File: src/core/acc_pkg.sv
// constants, register map and types of the converter configuration block
package acc_pkg;
  localparam int CLK_NS = 10;
  localparam int AW     = 12;
  localparam int NCFG   = 11;
  localparam int NREG   = 12;

  // register offsets, by index; the last one is the run status word
  localparam logic [11:0] OFS [0:NREG-1] = '{12'h007, 12'h008, 12'h01b, 12'h01c,
    12'h01d, 12'h01e, 12'h01f, 12'h020, 12'h30d, 12'h30e, 12'h30f, 12'h310};
  localparam logic [3:0] IX_CONF1 = 4'h0;
  localparam logic [3:0] IX_CONF2 = 4'h1;
  localparam logic [3:0] IX_MCAL1 = 4'h2;
  localparam logic [3:0] IX_MCAL2 = 4'h3;
  localparam logic [3:0] IX_ACAL1 = 4'h4;
  localparam logic [3:0] IX_ACAL2 = 4'h5;
  localparam logic [3:0] IX_CCAL1 = 4'h6;
  localparam logic [3:0] IX_CCAL2 = 4'h7;
  localparam logic [3:0] IX_CTRL1 = 4'h8;
  localparam logic [3:0] IX_CTRL2 = 4'h9;
  localparam logic [3:0] IX_CTRL3 = 4'ha;
  localparam logic [3:0] IX_STAT  = 4'hb;
  localparam int NCAL = 6;

  // storable bits; start bits and reserved bits of the control registers never hold a one
  localparam logic [7:0] WMASK [0:NCFG-1] = '{8'hff, 8'hff, 8'hff, 8'hff, 8'hff,
    8'hff, 8'hff, 8'hff, 8'h7b, 8'h3f, 8'h7b};
  localparam logic [7:0] RST_VAL = 8'h00;

  // field positions
  localparam int SETTLE_LSB = 6;
  localparam int SR_LSB     = 3;
  localparam int VC_LSB     = 0;
  localparam int DLY_LSB    = 0;
  localparam int GAIN_CORR_HIGH_BIT  = 7;
  localparam int CGH_LSB    = 5;
  localparam int CSDR_LSB   = 5;
  localparam int SREN_BIT   = 4;
  localparam int VCEN_BIT   = 3;
  localparam int GO_BIT     = 2;
  localparam int MODE_LSB   = 0;
  localparam int ALIGN_BIT  = 5;
  localparam int CSEL_LSB   = 0;
  localparam int GSEL_LSB   = 3;

  // select codes
  localparam logic [4:0] CSEL_ALL   = 5'h00;
  localparam logic [4:0] CSEL_FIRST = 5'h02;
  localparam logic [4:0] CSEL_LAST  = 5'h11;
  localparam logic [3:0] GSEL_ALL   = 4'h0;
  localparam logic [3:0] GSEL_LAST  = 4'h8;
  localparam logic [1:0] SETTLE_RSVD = 2'h3;

  // times in ns, as printed
  localparam int SETTLE_NS [0:2] = '{4300000, 2300000, 1300000};
  localparam int CSDR_NS [0:3]   = '{768000, 1536000, 3072000, 12288000};
  localparam int DLY_STEP_NS     = 5000;
  localparam logic [5:0] DLY_MAX_STEPS = 6'h28;

  localparam int SET_W = 19;
  localparam int CS_W  = 21;
  localparam int DLY_W = 15;
  localparam int CUT_W = 16;

  // filter cut-off in tenths of a hertz, by code
  localparam logic [15:0] CUT_DHZ [0:7] = '{16'h0041, 16'h0082, 16'h0104, 16'h0212,
    16'h0456, 16'h0960, 16'h1770, 16'h0960};

  localparam int ROUNDS_MAIN = 8;
  localparam int ROUNDS_AUX  = 1;

  typedef enum logic [1:0] {
    MODE_OFF    = 2'b00,
    MODE_SINGLE = 2'b01,
    MODE_CONT   = 2'b10,
    MODE_RSVD   = 2'b11
  } acc_mode_t;
endpackage : acc_pkg

File: src/core/acc_run_if.sv
// control bundle between the register block and one run sequencer
interface acc_run_if;
  logic                             go;
  acc_pkg::acc_mode_t               mode;
  logic [acc_pkg::DLY_W-1:0]        delay_cyc;
  logic                             rr_done;
  logic                             run;
  logic                             conv_start;

  modport ctl (output go, mode, delay_cyc, rr_done, input run, conv_start);
  modport seq (input go, mode, delay_cyc, rr_done, output run, conv_start);
endinterface : acc_run_if

File: src/core/acc_top.sv
// converter configuration, calibration and run control with its register port
// Operation
// settling select gives 4.3, 2.3 or 1.3 ms wait; code 11 reserved.
// filter cut-off codes map 6.5 Hz to 600 Hz; code 7 gives 240 Hz.
// main and aux gain is 9 bits, msb in bit 7 of second register.
// main and aux offset is a 7-bit field in bits 6:0.
// every reset copies stored calibration words into gain and offset registers.
// current gain joins 8 low bits with bits 7:5 of second register.
// current conversion time select gives 768 us up to 12.288 ms.
// start bit written 1 starts with current settings, reads 0, latches settings.
// main mode: off, eight rounds then stop, continuous, reserved.
// aux mode: off, one round then stop, continuous until new command.
// aux cell select 0 cycles active cells; 0x02 to 0x11 lock one.
// inactive or reserved cell select skips the conversion slot.
// separate filter enables for cell and shunt results, own cut-offs.
// six-bit delay holds off conversion start in 5 us steps to 200 us.
// aux input select 0 cycles all analog inputs; 1 to 8 lock one.
module acc_top #(
  parameter int SETTLE_CYC [0:2] = '{(acc_pkg::SETTLE_NS[0] + acc_pkg::CLK_NS - 1) / acc_pkg::CLK_NS,
                                     (acc_pkg::SETTLE_NS[1] + acc_pkg::CLK_NS - 1) / acc_pkg::CLK_NS,
                                     (acc_pkg::SETTLE_NS[2] + acc_pkg::CLK_NS - 1) / acc_pkg::CLK_NS},
  parameter int CS_CYC [0:3]     = '{acc_pkg::CSDR_NS[0] / acc_pkg::CLK_NS,
                                     acc_pkg::CSDR_NS[1] / acc_pkg::CLK_NS,
                                     acc_pkg::CSDR_NS[2] / acc_pkg::CLK_NS,
                                     acc_pkg::CSDR_NS[3] / acc_pkg::CLK_NS},
  parameter int DLY_STEP_CYC     = acc_pkg::DLY_STEP_NS / acc_pkg::CLK_NS
) (
  input  wire logic                       clk,
  input  wire logic                       rst,
  input  wire logic [acc_pkg::AW-1:0]     addr,
  input  wire logic [7:0]                 wdata,
  input  wire logic                       wr,
  input  wire logic                       rd,
  output logic [7:0]                      rdata,
  input  wire logic [8*acc_pkg::NCAL-1:0] otp_cal,
  input  wire logic [15:0]                active_cells,
  input  wire logic [7:0]                 gpio_adc,
  input  wire logic                       main_rr_done,
  input  wire logic                       aux_rr_done,
  output logic                            main_run,
  output logic                            main_start,
  output logic                            aux_run,
  output logic                            aux_start,
  output logic [8:0]                      main_gain,
  output logic [6:0]                      main_offset,
  output logic [8:0]                      aux_gain,
  output logic [6:0]                      aux_offset,
  output logic [10:0]                     cs_gain,
  output logic [4:0]                      cs_offset,
  output logic                            cell_filter_enable,
  output logic                            shunt_filter_enable,
  output logic [acc_pkg::CUT_W-1:0]       cell_filter_cutoff,
  output logic [acc_pkg::CUT_W-1:0]       shunt_filter_cutoff,
  output logic [acc_pkg::SET_W-1:0]       aux_settling_time_sel_cyc,
  output logic [acc_pkg::CS_W-1:0]        current_conv_cyc,
  output logic [15:0]                     aux_cell_mask,
  output logic [7:0]                      aux_gpio_mask,
  output logic                            aux_align
);
  ////////////////////////////////////////////////////////////////////////
  // decode helpers

  // address to {hit, index}; shared by the write and read paths
  function automatic logic [4:0] acc_decode(input logic [acc_pkg::AW-1:0] a);
    logic [4:0] r;
    r = 5'h00;
    for (int i = 0; i < acc_pkg::NREG; i++)
    begin
      if (a == acc_pkg::OFS[i])
        r = {1'b1, 4'(i)};
    end
    return r;
  endfunction : acc_decode

  // cut-off table lookup, used by both filters
  function automatic logic [acc_pkg::CUT_W-1:0] acc_cutoff(input logic [2:0] code);
    return acc_pkg::CUT_DHZ[code];
  endfunction : acc_cutoff

  ////////////////////////////////////////////////////////////////////////
  // register file

  logic [7:0] cfg [0:acc_pkg::NCFG-1];
  logic [7:0] next_cfg [0:acc_pkg::NCFG-1];
  logic       load_pend;
  logic [4:0] wdec;
  logic [4:0] rdec;
  logic       wr_hit;
  logic       main_go;
  logic       aux_go;
  logic [7:0] next_rdata;

  assign wdec   = acc_decode(addr);
  assign rdec   = wdec;
  assign wr_hit = wr && wdec[4] && (wdec[3:0] != acc_pkg::IX_STAT) && !load_pend;

  // a one on a start bit is a pulse, never stored
  assign main_go = wr_hit && (wdec[3:0] == acc_pkg::IX_CTRL1) && wdata[acc_pkg::GO_BIT];
  assign aux_go  = wr_hit && (wdec[3:0] == acc_pkg::IX_CTRL3) && wdata[acc_pkg::GO_BIT];

  // calibration reload on the first edge after reset, else software writes
  always_comb
  begin
    next_cfg = cfg;
    if (load_pend)
    begin
      // stored calibration words land in the gain and offset registers
      for (int i = 0; i < acc_pkg::NCAL; i++)
        next_cfg[int'(acc_pkg::IX_MCAL1) + i] = otp_cal[8*i +: 8];
    end
    else if (wr_hit)
      next_cfg[wdec[3:0]] = wdata & acc_pkg::WMASK[wdec[3:0]];
  end

  // read data stand only in the cycle after the strobe
  always_comb
  begin
    next_rdata = 8'h00;
    if (rd && rdec[4])
    begin
      if (rdec[3:0] == acc_pkg::IX_STAT)
        next_rdata = {6'h00, aux_run, main_run};
      else
        next_rdata = cfg[rdec[3:0]];
    end
  end

  // registers of the register file
  always_ff @(posedge clk or posedge rst)
  begin
    if (rst)
    begin
      for (int i = 0; i < acc_pkg::NCFG; i++)
        cfg[i] <= acc_pkg::RST_VAL;
      load_pend <= 1'b1;
      rdata     <= 8'h00;
    end
    else
    begin
      cfg       <= next_cfg;
      load_pend <= 1'b0;
      rdata     <= next_rdata;
    end
  end

  ////////////////////////////////////////////////////////////////////////
  // calibration words, read by the correction step

  // nine-bit gain, msb from the second register
  assign main_gain   = {cfg[acc_pkg::IX_MCAL2][acc_pkg::GAIN_CORR_HIGH_BIT], cfg[acc_pkg::IX_MCAL1]};
  assign aux_gain    = {cfg[acc_pkg::IX_ACAL2][acc_pkg::GAIN_CORR_HIGH_BIT], cfg[acc_pkg::IX_ACAL1]};
  // seven-bit offset in the low bits
  assign main_offset = cfg[acc_pkg::IX_MCAL2][6:0];
  assign aux_offset  = cfg[acc_pkg::IX_ACAL2][6:0];
  // eleven-bit current gain, upper three bits on top
  assign cs_gain     = {cfg[acc_pkg::IX_CCAL2][acc_pkg::CGH_LSB +: 3], cfg[acc_pkg::IX_CCAL1]};
  assign cs_offset   = cfg[acc_pkg::IX_CCAL2][4:0];

  ////////////////////////////////////////////////////////////////////////
  // settings latched by the start bits

  logic [7:0] app1;
  logic [7:0] app2;
  logic [7:0] app3;
  logic [7:0] next_app1;
  logic [7:0] next_app2;
  logic [7:0] next_app3;

  // control changes apply only when the start bit is written again
  always_comb
  begin
    next_app1 = main_go ? (wdata & acc_pkg::WMASK[acc_pkg::IX_CTRL1]) : app1;
    next_app2 = aux_go ? cfg[acc_pkg::IX_CTRL2] : app2;
    next_app3 = aux_go ? (wdata & acc_pkg::WMASK[acc_pkg::IX_CTRL3]) : app3;
  end

  // applied settings
  always_ff @(posedge clk or posedge rst)
  begin
    if (rst)
    begin
      app1 <= acc_pkg::RST_VAL;
      app2 <= acc_pkg::RST_VAL;
      app3 <= acc_pkg::RST_VAL;
    end
    else
    begin
      app1 <= next_app1;
      app2 <= next_app2;
      app3 <= next_app3;
    end
  end

  // each filter has its own enable
  assign cell_filter_enable  = app1[acc_pkg::VCEN_BIT];
  assign shunt_filter_enable = app1[acc_pkg::SREN_BIT];
  assign aux_align           = app2[acc_pkg::ALIGN_BIT];

  ////////////////////////////////////////////////////////////////////////
  // derived timing and channel selection

  logic [4:0]                  csel;
  logic [3:0]                  gsel;
  logic [1:0]                  settle_code;
  logic [5:0]                  dly_steps;
  logic [acc_pkg::DLY_W-1:0]   delay_cyc;
  logic [acc_pkg::CUT_W-1:0]   next_cell_cut;
  logic [acc_pkg::CUT_W-1:0]   next_shunt_cut;
  logic [acc_pkg::SET_W-1:0]   next_settle;
  logic [acc_pkg::CS_W-1:0]    next_cs_cyc;
  logic [15:0]                 next_cell_mask;
  logic [7:0]                  next_gpio_mask;

  assign csel        = app2[acc_pkg::CSEL_LSB +: 5];
  assign gsel        = app3[acc_pkg::GSEL_LSB +: 4];
  assign settle_code = cfg[acc_pkg::IX_CONF1][acc_pkg::SETTLE_LSB +: 2];
  assign dly_steps   = cfg[acc_pkg::IX_CONF2][acc_pkg::DLY_LSB +: 6];

  // steps above the longest delay clamp to it
  assign delay_cyc = acc_pkg::DLY_W'(((dly_steps > acc_pkg::DLY_MAX_STEPS) ? acc_pkg::DLY_MAX_STEPS
                                      : dly_steps) * DLY_STEP_CYC);

  // decoded settings; the inputs may move, so masks are recomputed every cycle
  always_comb
  begin
    // cut-off from its own field for each filter
    next_cell_cut  = acc_cutoff(cfg[acc_pkg::IX_CONF1][acc_pkg::VC_LSB +: 3]);
    next_shunt_cut = acc_cutoff(cfg[acc_pkg::IX_CONF1][acc_pkg::SR_LSB +: 3]);
    // reserved settling code keeps the previous wait
    next_settle = aux_settling_time_sel_cyc;
    if (settle_code != acc_pkg::SETTLE_RSVD)
      next_settle = acc_pkg::SET_W'(SETTLE_CYC[settle_code]);
    // current conversion time
    next_cs_cyc = acc_pkg::CS_W'(CS_CYC[app1[acc_pkg::CSDR_LSB +: 2]]);
    // all active cells, or a single locked cell
    next_cell_mask = 16'h0000;
    if (csel == acc_pkg::CSEL_ALL)
      next_cell_mask = active_cells;
    else if (csel >= acc_pkg::CSEL_FIRST && csel <= acc_pkg::CSEL_LAST)
      // a locked cell that is inactive gets no slot
      next_cell_mask = active_cells & (16'h0001 << (csel - acc_pkg::CSEL_FIRST));
    // all analog inputs, one locked input, or none for reserved codes
    next_gpio_mask = 8'h00;
    if (gsel == acc_pkg::GSEL_ALL)
      next_gpio_mask = gpio_adc;
    else if (gsel <= acc_pkg::GSEL_LAST)
      next_gpio_mask = gpio_adc & (8'h01 << (gsel - 4'h1));
  end

  // decoded setting registers
  always_ff @(posedge clk or posedge rst)
  begin
    if (rst)
    begin
      cell_filter_cutoff  <= acc_pkg::CUT_DHZ[0];
      shunt_filter_cutoff <= acc_pkg::CUT_DHZ[0];
      aux_settling_time_sel_cyc      <= acc_pkg::SET_W'(SETTLE_CYC[0]);
      current_conv_cyc    <= acc_pkg::CS_W'(CS_CYC[0]);
      aux_cell_mask       <= 16'h0000;
      aux_gpio_mask       <= 8'h00;
    end
    else
    begin
      cell_filter_cutoff  <= next_cell_cut;
      shunt_filter_cutoff <= next_shunt_cut;
      aux_settling_time_sel_cyc      <= next_settle;
      current_conv_cyc    <= next_cs_cyc;
      aux_cell_mask       <= next_cell_mask;
      aux_gpio_mask       <= next_gpio_mask;
    end
  end

  ////////////////////////////////////////////////////////////////////////
  // run sequencers

  acc_run_if main_if ();
  acc_run_if aux_if ();

  // the mode that goes with a start is the one written beside it
  assign main_if.go        = main_go;
  assign main_if.mode      = acc_pkg::acc_mode_t'(next_app1[acc_pkg::MODE_LSB +: 2]);
  assign main_if.delay_cyc = delay_cyc;
  assign main_if.rr_done   = main_rr_done;
  assign aux_if.go         = aux_go;
  assign aux_if.mode       = acc_pkg::acc_mode_t'(next_app3[acc_pkg::MODE_LSB +: 2]);
  assign aux_if.delay_cyc  = delay_cyc;
  assign aux_if.rr_done    = aux_rr_done;

  // main converter runs eight rounds in single mode
  acc_run #(
    .ROUNDS (acc_pkg::ROUNDS_MAIN)
  ) u_main_run (
    .clk     (clk),
    .rst     (rst),
    .port_if (main_if.seq)
  );

  // aux converter runs one round in single mode
  acc_run #(
    .ROUNDS (acc_pkg::ROUNDS_AUX)
  ) u_aux_run (
    .clk     (clk),
    .rst     (rst),
    .port_if (aux_if.seq)
  );

  assign main_run   = main_if.run;
  assign main_start = main_if.conv_start;
  assign aux_run    = aux_if.run;
  assign aux_start  = aux_if.conv_start;
endmodule : acc_top

File: src/core/acc_run.sv
// run sequencer for one converter: start delay, round counting, run flag
module acc_run #(
  parameter int ROUNDS = 8
) (
  input  wire logic clk,
  input  wire logic rst,
  acc_run_if.seq    port_if
);
  localparam int RW = $clog2(ROUNDS + 1);

  typedef enum logic [1:0] {
    ST_IDLE = 2'b00,
    ST_HOLD = 2'b01,
    ST_RUN  = 2'b10
  } acc_st_t;

  acc_st_t                   state;
  acc_st_t                   next_state;
  logic [acc_pkg::DLY_W-1:0] cnt;
  logic [acc_pkg::DLY_W-1:0] next_cnt;
  logic [RW-1:0]             rounds;
  logic [RW-1:0]             next_rounds;
  logic                      next_start;
  logic                      valid_mode;

  assign valid_mode = (port_if.mode == acc_pkg::MODE_SINGLE) || (port_if.mode == acc_pkg::MODE_CONT);

  // a start always restarts; the mode is the one latched with it
  always_comb
  begin
    next_state  = state;
    next_cnt    = cnt;
    next_rounds = rounds;
    next_start  = 1'b0;
    if (port_if.go)
    begin
      next_rounds = '0;
      // off and reserved modes do not run
      if (!valid_mode)
        next_state = ST_IDLE;
      else if (port_if.delay_cyc == '0)
      begin
        next_state = ST_RUN;
        next_start = 1'b1;
      end
      else
      begin
        next_state = ST_HOLD;
        next_cnt   = port_if.delay_cyc;
      end
    end
    else
    begin
      case (state)
        ST_HOLD:
        begin
          // hold off the conversion for the chained delay
          next_cnt = cnt - 1'b1;
          if (cnt == {{(acc_pkg::DLY_W-1){1'b0}}, 1'b1})
          begin
            next_state = ST_RUN;
            next_start = 1'b1;
          end
        end
        ST_RUN:
        begin
          // single mode stops after its round count
          if (port_if.rr_done)
          begin
            if (port_if.mode == acc_pkg::MODE_SINGLE && rounds == RW'(ROUNDS - 1))
              next_state = ST_IDLE;
            else
              next_rounds = rounds + 1'b1;
          end
        end
        default:
          next_state = state;
      endcase
    end
  end

  // sequencer registers
  always_ff @(posedge clk or posedge rst)
  begin
    if (rst)
    begin
      state              <= ST_IDLE;
      cnt                <= '0;
      rounds             <= '0;
      port_if.run        <= 1'b0;
      port_if.conv_start <= 1'b0;
    end
    else
    begin
      state              <= next_state;
      cnt                <= next_cnt;
      rounds             <= next_rounds;
      port_if.run        <= (next_state == ST_RUN);
      port_if.conv_start <= next_start;
    end
  end
endmodule : acc_run

File: config.mk
export PLATFORM = sky130hd
export DESIGN_NAME = acc_top
export DESIGN_NICKNAME = d
export VERILOG_FILES = /design/src/core/acc_pkg.sv /design/src/core/acc_run_if.sv /design/src/core/acc_top.sv /design/src/core/acc_run.sv
export SDC_FILE = /design/constraint.sdc
export NUM_CORES = 1
export LEC_CHECK = 0
export ABC_CLOCK_PERIOD_IN_PS = 19400
export BUFFER_PORTS_ARGS = -buffer_cell sky130_fd_sc_hd__buf_4
export CAP_MARGIN = 20
export CORE_MARGIN = 4
export CORE_UTILIZATION = 45
export CTS_BUF_LIST = sky130_fd_sc_hd__clkbuf_8 sky130_fd_sc_hd__clkbuf_16
export DETAILED_ROUTE_END_ITERATION = 10
export PLACE_DENSITY = 0.68
export SLEW_MARGIN = 30
export SYNTH_ARGS = -nofsm -noshare
export SYNTH_HDL_FRONTEND = slang
export SYNTH_SLANG_ARGS = --single-unit
File: constraint.sdc
create_clock -name clk -period 19.4 [get_ports clk]
set_input_delay 2.91 -clock clk [delete_from_list [all_inputs] [get_ports clk]]
set_output_delay 2.91 -clock clk [all_outputs]
set_load 0.05 [all_outputs]
# After elaboration in Yosys (flattened, before gate mapping)
# Memory sizes are Yosys's and may differ from the RTL's. A register that Yosys moved wholly into a read port is not among the register bits.
# Index checks and enable logic that the tools add are counted.
word_totals:
  reg_bits: 222
  rom_bits: 384
  in_bits: 98
  out_inout_bits: 159
  elab_cells: 202
  mem_count: 3
classes:
  n_addsub: 6
  mul: 1
  magnitude_cmp: 8
  n_eq_ne: 36
  shift: 2
  muxes: 74
  bitwise_logic: 10
  reduce_logical: 30
mem_list:
  columns: ["memory", "depth", "word_bits", "read_ports", "rd_clocked_by_memory_dff", "write_ports", "line", "source"]
  rows:
  - ["(name not given)", 8, 16, 1, 1, 0, "acc_top.sv:77", "return acc_pkg::CUT_DHZ[code];"]
  - ["(name not given)", 8, 16, 1, 1, 0, "acc_top.sv:77", null]
  - ["(name not given)", 16, 8, 1, 0, 0, "acc_top.sv:112", "next_cfg[wdec[3:0]] = wdata & acc_pkg::WMASK[wdec[3:0]];"]
op_table:
  columns: ["cell", "count"]
  rows:
  - ["32-bit binary-select mux with 2-bit select", 2]
  - ["15-bit 2-to-1 mux", 7]
  - ["88-bit bitwise mux", 1]
  - ["72-bit 2-to-1 mux", 1]
  - ["8-bit 2-to-1 mux", 9]
  - ["12-bit by 5-bit equality test with 1-bit output (second input constant)", 5]
  - ["5-bit 2-to-1 mux", 12]
  - ["12-bit by 10-bit equality test with 1-bit output (second input constant)", 4]
  - ["48-bit 2-to-1 mux", 1]
  - ["21-bit 2-to-1 mux", 2]
  - ["19-bit 2-to-1 mux", 2]
  - ["8-bit binary-select mux with 4-bit select", 1]
  - ["8-bit demux with 4-bit select", 1]
  - ["16-bit 2-to-1 mux", 2]
  - ["15-bit by 1-bit equality test with 1-bit output (second input constant)", 2]
  - ["15-bit by 1-bit subtractor with 15-bit output (second input constant)", 2]
  - ["2-bit 2-to-1 mux", 13]
  - ["16-bit bitwise AND", 1]
  - ["8-bit bitwise AND", 2]
  - ["4-bit 2-to-1 mux", 4]
  - ["1-bit by 5-bit left shift with 16-bit output (first input constant)", 1]
  - ["15-bit logical NOT", 1]
  - ["2-bit nonzero test", 7]
  - ["6-bit by 7-bit multiplier with 13-bit output (second input constant)", 1]
  - ["36 further kinds", 83]

# Logic depth before layout (Yosys ltp)
depth:
  word_depth: 26
  depth_mapped: 20
  mapped_depth_nobuf: 18

# Hierarchy
# Synthesis repeated with hierarchy kept, for this count alone.
unflattened:
  hier_cells: 1288
  hier_area_um2: 12827.3
modules_own_cells:
  columns: ["module", "n_inst", "cells_per_inst", "area_each_um2", "seq_area_each_um2"]
  rows:
  - ["acc_top", 1, 960, 9821.9, 4444.3]
  - ["acc_run (u_main_run)", 1, 172, 1600.3, 575.6]
  - ["acc_run (u_aux_run)", 1, 156, 1405.1, 500.5]

# Least setup slack after synthesis
# OpenSTA, ideal clock, no wires.
synth_path:
  path_type: "input-to-reg"
  startpoint: "input addr[11] (netlist bit)"
  endpoint: "register u_main_run.cnt[4] (netlist bit)"
  setup_time_ns: 0.120
  arrival_time_ns: 6.217
  required_ns: 19.280
  slack_ns: 13.063
  cell_stages: 16
  path_buffers: 7
  cell_sequence: "or4bb_1 -> clkbuf_1 -> o311a_1 -> buf_2 -> nor3_1 -> buf_2 -> buf_2 -> buf_2 -> nand2_1 -> nand2_1 -> ha_1 -> nor4_1 -> o41ai_1 -> buf_4 -> buf_4 -> a31o_2"
synth_between:
  elab_chain_len: 23
  word_cells_on_any_way: 40
  cone_classes: "eq/ne (18); mux (14); reduce/logical (8)"
synth_rtl:
  columns: ["element", "line", "source"]
  rows:
  - ["from (decl)", "acc_top.sv:30", "input wire logic [acc_pkg::AW-1:0] addr,"]
  - ["12-bit by 3-bit equality test with 1-bit output", "acc_top.sv:69", "if (a == acc_pkg::OFS[i])"]
  - ["5-bit 2-to-1 mux (11 in series)", "acc_top.sv:69", null]
  - ["5-bit 2-to-1 mux (*)", "acc_top.sv:69", null]
  - ["parallel branches: the longest is 3 deep, another holds 4-bit inequality test", null, null]
  - ["1-bit logical AND (*) (2 in series)", "acc_top.sv:98", "assign main_go = wr_hit && (wdec[3:0] == acc_pkg::IX_CTRL1) && wdata[acc_pkg::GO_BIT];"]
  - ["2-bit 2-to-1 mux (*)", "acc_top.sv:172", "next_app1 = main_go ? (wdata & acc_pkg::WMASK[acc_pkg::IX_CTRL1]) : app1;"]
  - ["via next_app1[0]", "acc_top.sv:165", "logic [7:0] next_app1;"]
  - ["2-bit by 1-bit equality test with 1-bit output / 2-bit equality test (equally long branches)", "acc_run.sv:26", "assign valid_mode = (port_if.mode == acc_pkg::MODE_SINGLE) || (port_if.mode == acc_pkg::MODE_CONT);"]
  - ["1-bit logical OR (*)", "acc_run.sv:26", null]
  - ["2-bit by 1-bit inequality test with 1-bit output (no source line) (*)", null, null]
  - ["3-bit AND reduction (no source line) (*)", null, null]
  - ["to (signal assigned)", "acc_run.sv:96", "cnt <= next_cnt;"]
  - ["to (decl)", "acc_run.sv:19", "logic [acc_pkg::DLY_W-1:0] cnt;"]
# Mark *: on every way through the listed nets, which the timed path passes.
# A chain may end at the register's enable or synchronous reset.

# Final worst setup path
layout_path:
  startpoint: "input addr[7] (netlist bit)"
  endpoint: "register u_main_run.cnt[11] (netlist bit)"
layout_between:
  elab_chain_len: 23
  word_cells_on_any_way: 40
  cone_classes: "eq/ne (18); mux (14); reduce/logical (8)"
layout_rtl:
  columns: ["element", "line"]
  rows:
  - ["12-bit by 3-bit equality test with 1-bit output", "acc_top.sv:69"]
  - ["5-bit 2-to-1 mux (11 in series)", "acc_top.sv:69"]
  - ["5-bit 2-to-1 mux (*)", "acc_top.sv:69"]
  - ["parallel branches: the longest is 3 deep, another holds 4-bit inequality test", null]
  - ["1-bit logical AND (*) (2 in series)", "acc_top.sv:98"]
  - ["2-bit 2-to-1 mux", "acc_top.sv:172"]
  - ["2-bit by 1-bit equality test with 1-bit output / 2-bit equality test (equally long branches)", "acc_run.sv:26"]
  - ["1-bit logical OR", "acc_run.sv:26"]
  - ["2-bit by 1-bit inequality test with 1-bit output (no source line)", null]
  - ["3-bit AND reduction (no source line)", null]
# Every way passes the cells marked *.

==> metrics.csv <==
stage,metric,value,unit
power,leakagePower,7.13,nW
setup_path,timing.critical_path.slowest_cell_delay,0.79,ns
power,cellPowerDensity,73.7,nW/µm²
floorplanning,starting_density_of_the_core,46.2,%
synthesis,number_of_flops_mapped_to_enable_cells_by_yosys,0,
synthesis,ys_top_cells_by_area,"sky130_fd_sc_hd__dfrtp_1 (41%), sky130_fd_sc_hd__nand2_1 (6.4%), sky130_fd_sc_hd__buf_4 (5.1%)",
setup_path,setup.worst_path.class,primary input to flop,
place,post-place-ws,12.24,ns
synthesis,postSynthRegisterBits,220,
place,dpl.cell_count,1815,
final_layout,fin_util,54.8,%
setup_path,crit_path_top_delay_cell,sky130_fd_sc_hd__nor4_1,
setup_path,crit_required,19.83,ns
sta,finalSetupViolations,0,
clocking,worstSkewPairLatency,0.52,ns
setup_path,reg2reg_depth,16,
synthesis,synth_seq_area_share,43.9,%
sta,skew,0.0120,ns
hold_path,holdCritStartpoint,app1[5],
final_layout,layoutNonFillerInstCount,1859,
setup_path,worst_r2r_endpoint,u_aux_run.cnt[0],
synthesis,synth.largest_area_cell,sky130_fd_sc_hd__dfrtp_1,
hold_path,hold_path_end,current_conv_cyc[17],
sta,fmax,150,MHz
synthesis,post_synth.cell_area_avg,9.48,µm²
floorplanning,die-area,30700,µm²
clocking,cts_clk_pin_slew_worst_paths,0.06,ns
grt,grt_start_max_net_pins,111,
place,hpwl_after_detailed_placement,25100,µm
sta,setup_slack,12.75,ns
synthesis,synthesis.area,12600,µm²
sta,layout_worst_path_cycle_share,34.3,%
grt,overflow,0,
drt,route.antenna.remaining_nets,0,
drt,vias_per_cell,5.52,
clocking,h-tree-depth,1,
grt,globalRouteTotalUtil,21.6,%
sta,grt_setup_unrepaired,false,
drt,post_drt_wl_per_cell,18.6,µm
clocking,postCtsSetupBuffers,0,
drt,first_iter_violations,942,
sta,relSlewSlack,38.5,%
sta,fin_worst_hold_slack,0.416,ns
sta,hold_viol,0,
floorplanning,num_rows,60,
flow_run,drv_cap,0,
drt,wirelength,34500,µm
hold_path,timing.hold.worst.class,flop to flop,
setup_path,path_common_cell,sky130_fd_sc_hd__buf_4,
synthesis,yosysWarnings,0,
floorplanning,core_footprint,27300,µm²
final_layout,area_delta_synth_final,18.6,%
sta,maxSlewViolCount,0,
clocking,postCtsResizedCells,0,
setup_path,setup.worst_path.start_class,primary input,
synthesis,synthCells,1327,
power,vdd_ir_drop_max,0.0000643,V
grt,antenna_violations_before_repair,0,
hold_path,whs_path_depth,0,
final_layout,layout-drive-gt1-share,23.1,%
floorplanning,die_height,175,µm
setup_path,worst_setup_path_end_kind,flop,
clocking,cts_hold_repair.buffers,0,
sta,post-route-min-period,6.65,ns
setup_path,crit_arrival,7.08,ns
place,gpl.final_weighted_congestion,0.900,
sta,setup-tns-final,0,ns
floorplanning,floorplan.die.width,175,µm
clocking,cts_tree,built,
final_layout,num_antenna_cells,0,
synthesis,synth_top_cell_area_share,41.4,%
drt,drt_drc_violations_left,0,
clocking,tritoncts.num_buffers,24,
final_layout,layout.filler_cells,2399,
clocking,root_buffer,sky130_fd_sc_hd__clkbuf_16,
status,outcome,"complete, no violations",
sta,worst_pin_slew,0.914,ns
setup_path,r2r_slack,13.24,ns
grt,vias_in_the_first_global_route,9817,
synthesis,postSynth.asyncResetShare,100,%
place,buffer_ports.inserted,233,
drt,via_count,10300,
drt,detailedRoute.firstPassIterationCount,5,
setup_path,critical_path_peak_fanout,30,
synthesis,dominantRegCellSynth,sky130_fd_sc_hd__dfrtp_1,
floorplanning,design.portCount,257,
clocking,clock_tree.buffer_depth,3,
setup_path,worstPathCellList,"buf_4, nor4_1, nand4_1, nand3_1, buf_4, or3_1, mux2i_1, ha_1, nor4_1, o41ai_2, buf_4, and2_0, o21ai_0",
clocking,number_of_clock_sinks,220,
synthesis,yosys.cell_types.count,86,
grt,grt_pass1_wl,53900,µm
final_layout,design.final.nets,1623,
setup_path,r2r-start,cfg[77],
==> report_power, final <==
part / switching, mW / internal, mW
clock: 0.187 / 0.282
sequential: 0.0143 / 0.476
combinational: 0.0959 / 0.0448
==> synth_stat cells (10+ instances only) <==
cell type,number
sky130_fd_sc_hd__nor2_1,41
sky130_fd_sc_hd__nor3_1,27
sky130_fd_sc_hd__clkbuf_1,52
sky130_fd_sc_hd__o211ai_1,15
sky130_fd_sc_hd__a21boi_0,10
sky130_fd_sc_hd__nand2_1,214
sky130_fd_sc_hd__nor4_1,19
sky130_fd_sc_hd__mux2i_1,59
sky130_fd_sc_hd__buf_2,14
sky130_fd_sc_hd__dfstp_2,12
sky130_fd_sc_hd__inv_1,62
sky130_fd_sc_hd__and2_1,15
sky130_fd_sc_hd__mux2_1,10
sky130_fd_sc_hd__nand3_1,42
sky130_fd_sc_hd__nor4b_1,12
sky130_fd_sc_hd__mux2_2,18
sky130_fd_sc_hd__dfrtp_1,208
sky130_fd_sc_hd__a21oi_1,52
sky130_fd_sc_hd__ha_1,43
sky130_fd_sc_hd__buf_4,86
sky130_fd_sc_hd__fa_1,13
sky130_fd_sc_hd__o21ai_0,82
sky130_fd_sc_hd__o22ai_1,16
==> critical path: cells and delay by family <==
family	cells	cell delay [ns]
AOI/OAI and AO/OA	2	0.34
adders and majority gates	1	0.29
and+or+nand+nor	6	2.53
buffers and inverters	3	0.72
muxes	1	0.27
==> cell usage in the layout, fill, tap and decap left out, types with 10 or more instances in the layout <==
master                      Yosys  routed
sky130_fd_sc_hd__nor3_1        27      25
sky130_fd_sc_hd__nor4_1        19      19
sky130_fd_sc_hd__inv_1         62      67
sky130_fd_sc_hd__o211ai_1      15      15
sky130_fd_sc_hd__mux2_2        18      18
sky130_fd_sc_hd__fa_1          13      13
sky130_fd_sc_hd__nor2_1        41      40
sky130_fd_sc_hd__a21oi_1       52      52
sky130_fd_sc_hd__mux2i_1       59      59
sky130_fd_sc_hd__conb_1         1      24
sky130_fd_sc_hd__nor4b_1       12      12
sky130_fd_sc_hd__nand3_1       42      42
sky130_fd_sc_hd__dfstp_2       12      12
sky130_fd_sc_hd__o22ai_1       16      16
sky130_fd_sc_hd__mux2_1        10      10
sky130_fd_sc_hd__and2_1        15      15
sky130_fd_sc_hd__dfrtp_1      208     208
sky130_fd_sc_hd__o21ai_0       82      82
sky130_fd_sc_hd__clkbuf_16      0      25
sky130_fd_sc_hd__ha_1          43      43
sky130_fd_sc_hd__nand2_1      214     214
sky130_fd_sc_hd__a21boi_0      10      10
sky130_fd_sc_hd__buf_4         86     247
==> metal layers <==
| layer | up-vias | wire, µm | global-route usage, % |
|---|---|---|---|
| met3 | 73 | 2650 | 3.44 |
| met2 | 462 | 15500 | 33.2 |
| met1 | 4881 | 15200 | 31.2 |
| met4 | 0 | 1170 | 7.30 |
| li1 | 4849 | - | - |
| met5 | - | 0 | 0 |
==> flip-flops by register name, indices dropped and copies added (netlist names), 7 cells and up <==
name	count
cfg	40
aux_cell_mask	16
u_aux_run.cnt	15
u_main_run.cnt	15
cell_filter_cutoff	12
shunt_filter_cutoff	12
cs_gain	11
aux_gain	9
main_gain	9
aux_gpio_mask	8
current_conv_cyc	8
rdata	8
aux_offset	7
main_offset	7
==> stage by stage <==
step	total power, mW	cell area [µm²]
floorplan	0.603	12700
global placement	0.638	14100
detailed placement	0.640	14100
CTS	1.11	14900
global route	1.14	14900
finish	1.10	14900
==> area by class of cell <==
type	count	area (µm²)	share of cell area (%)
multi-input cells	914	6030	40.4
flip-flops and latches	220	5520	37.0
repair buffers	247	1850	12.4
clock buffers	31	708	4.74
well taps	372	465	3.12
inverters	62	240	1.61
clock inverters	13	113	0.754
==> worst max path at each step <==
stage          startpoint            endpoint  slack [ns]  cells past startpoint
4_1_cts           addr[7]  u_main_run.cnt[11]       12.81                     13
3_3_place_gp      addr[7]   u_main_run.cnt[8]       12.52                     13
3_5_place_dp      addr[7]  u_main_run.cnt[11]       12.24                     13
6_report          addr[7]  u_main_run.cnt[11]       12.75                     13
5_1_grt           addr[7]   u_main_run.cnt[6]       12.36                     13
2_1_floorplan         rst             app1[0]       10.49                      1
==> cell families (layout without fill, tap and decap cells) <==
| kind of cell | count (synthesis) | after routing | synth area share [%] |
|---|---|---|---|
| compound gates | 269 | 269 | 13.7 |
| xor+xnor | 16 | 16 | 1.11 |
| fa+ha+maj | 56 | 56 | 6.34 |
| buf+inv | 216 | 353 | 9.21 |
| flops | 220 | 220 | 43.9 |
| mux | 87 | 87 | 7.20 |
| other cells | 1 | 24 | 0.0298 |
| simple gates | 462 | 462 | 18.5 |
No activity file was read; power rests on OpenSTA's default activity.
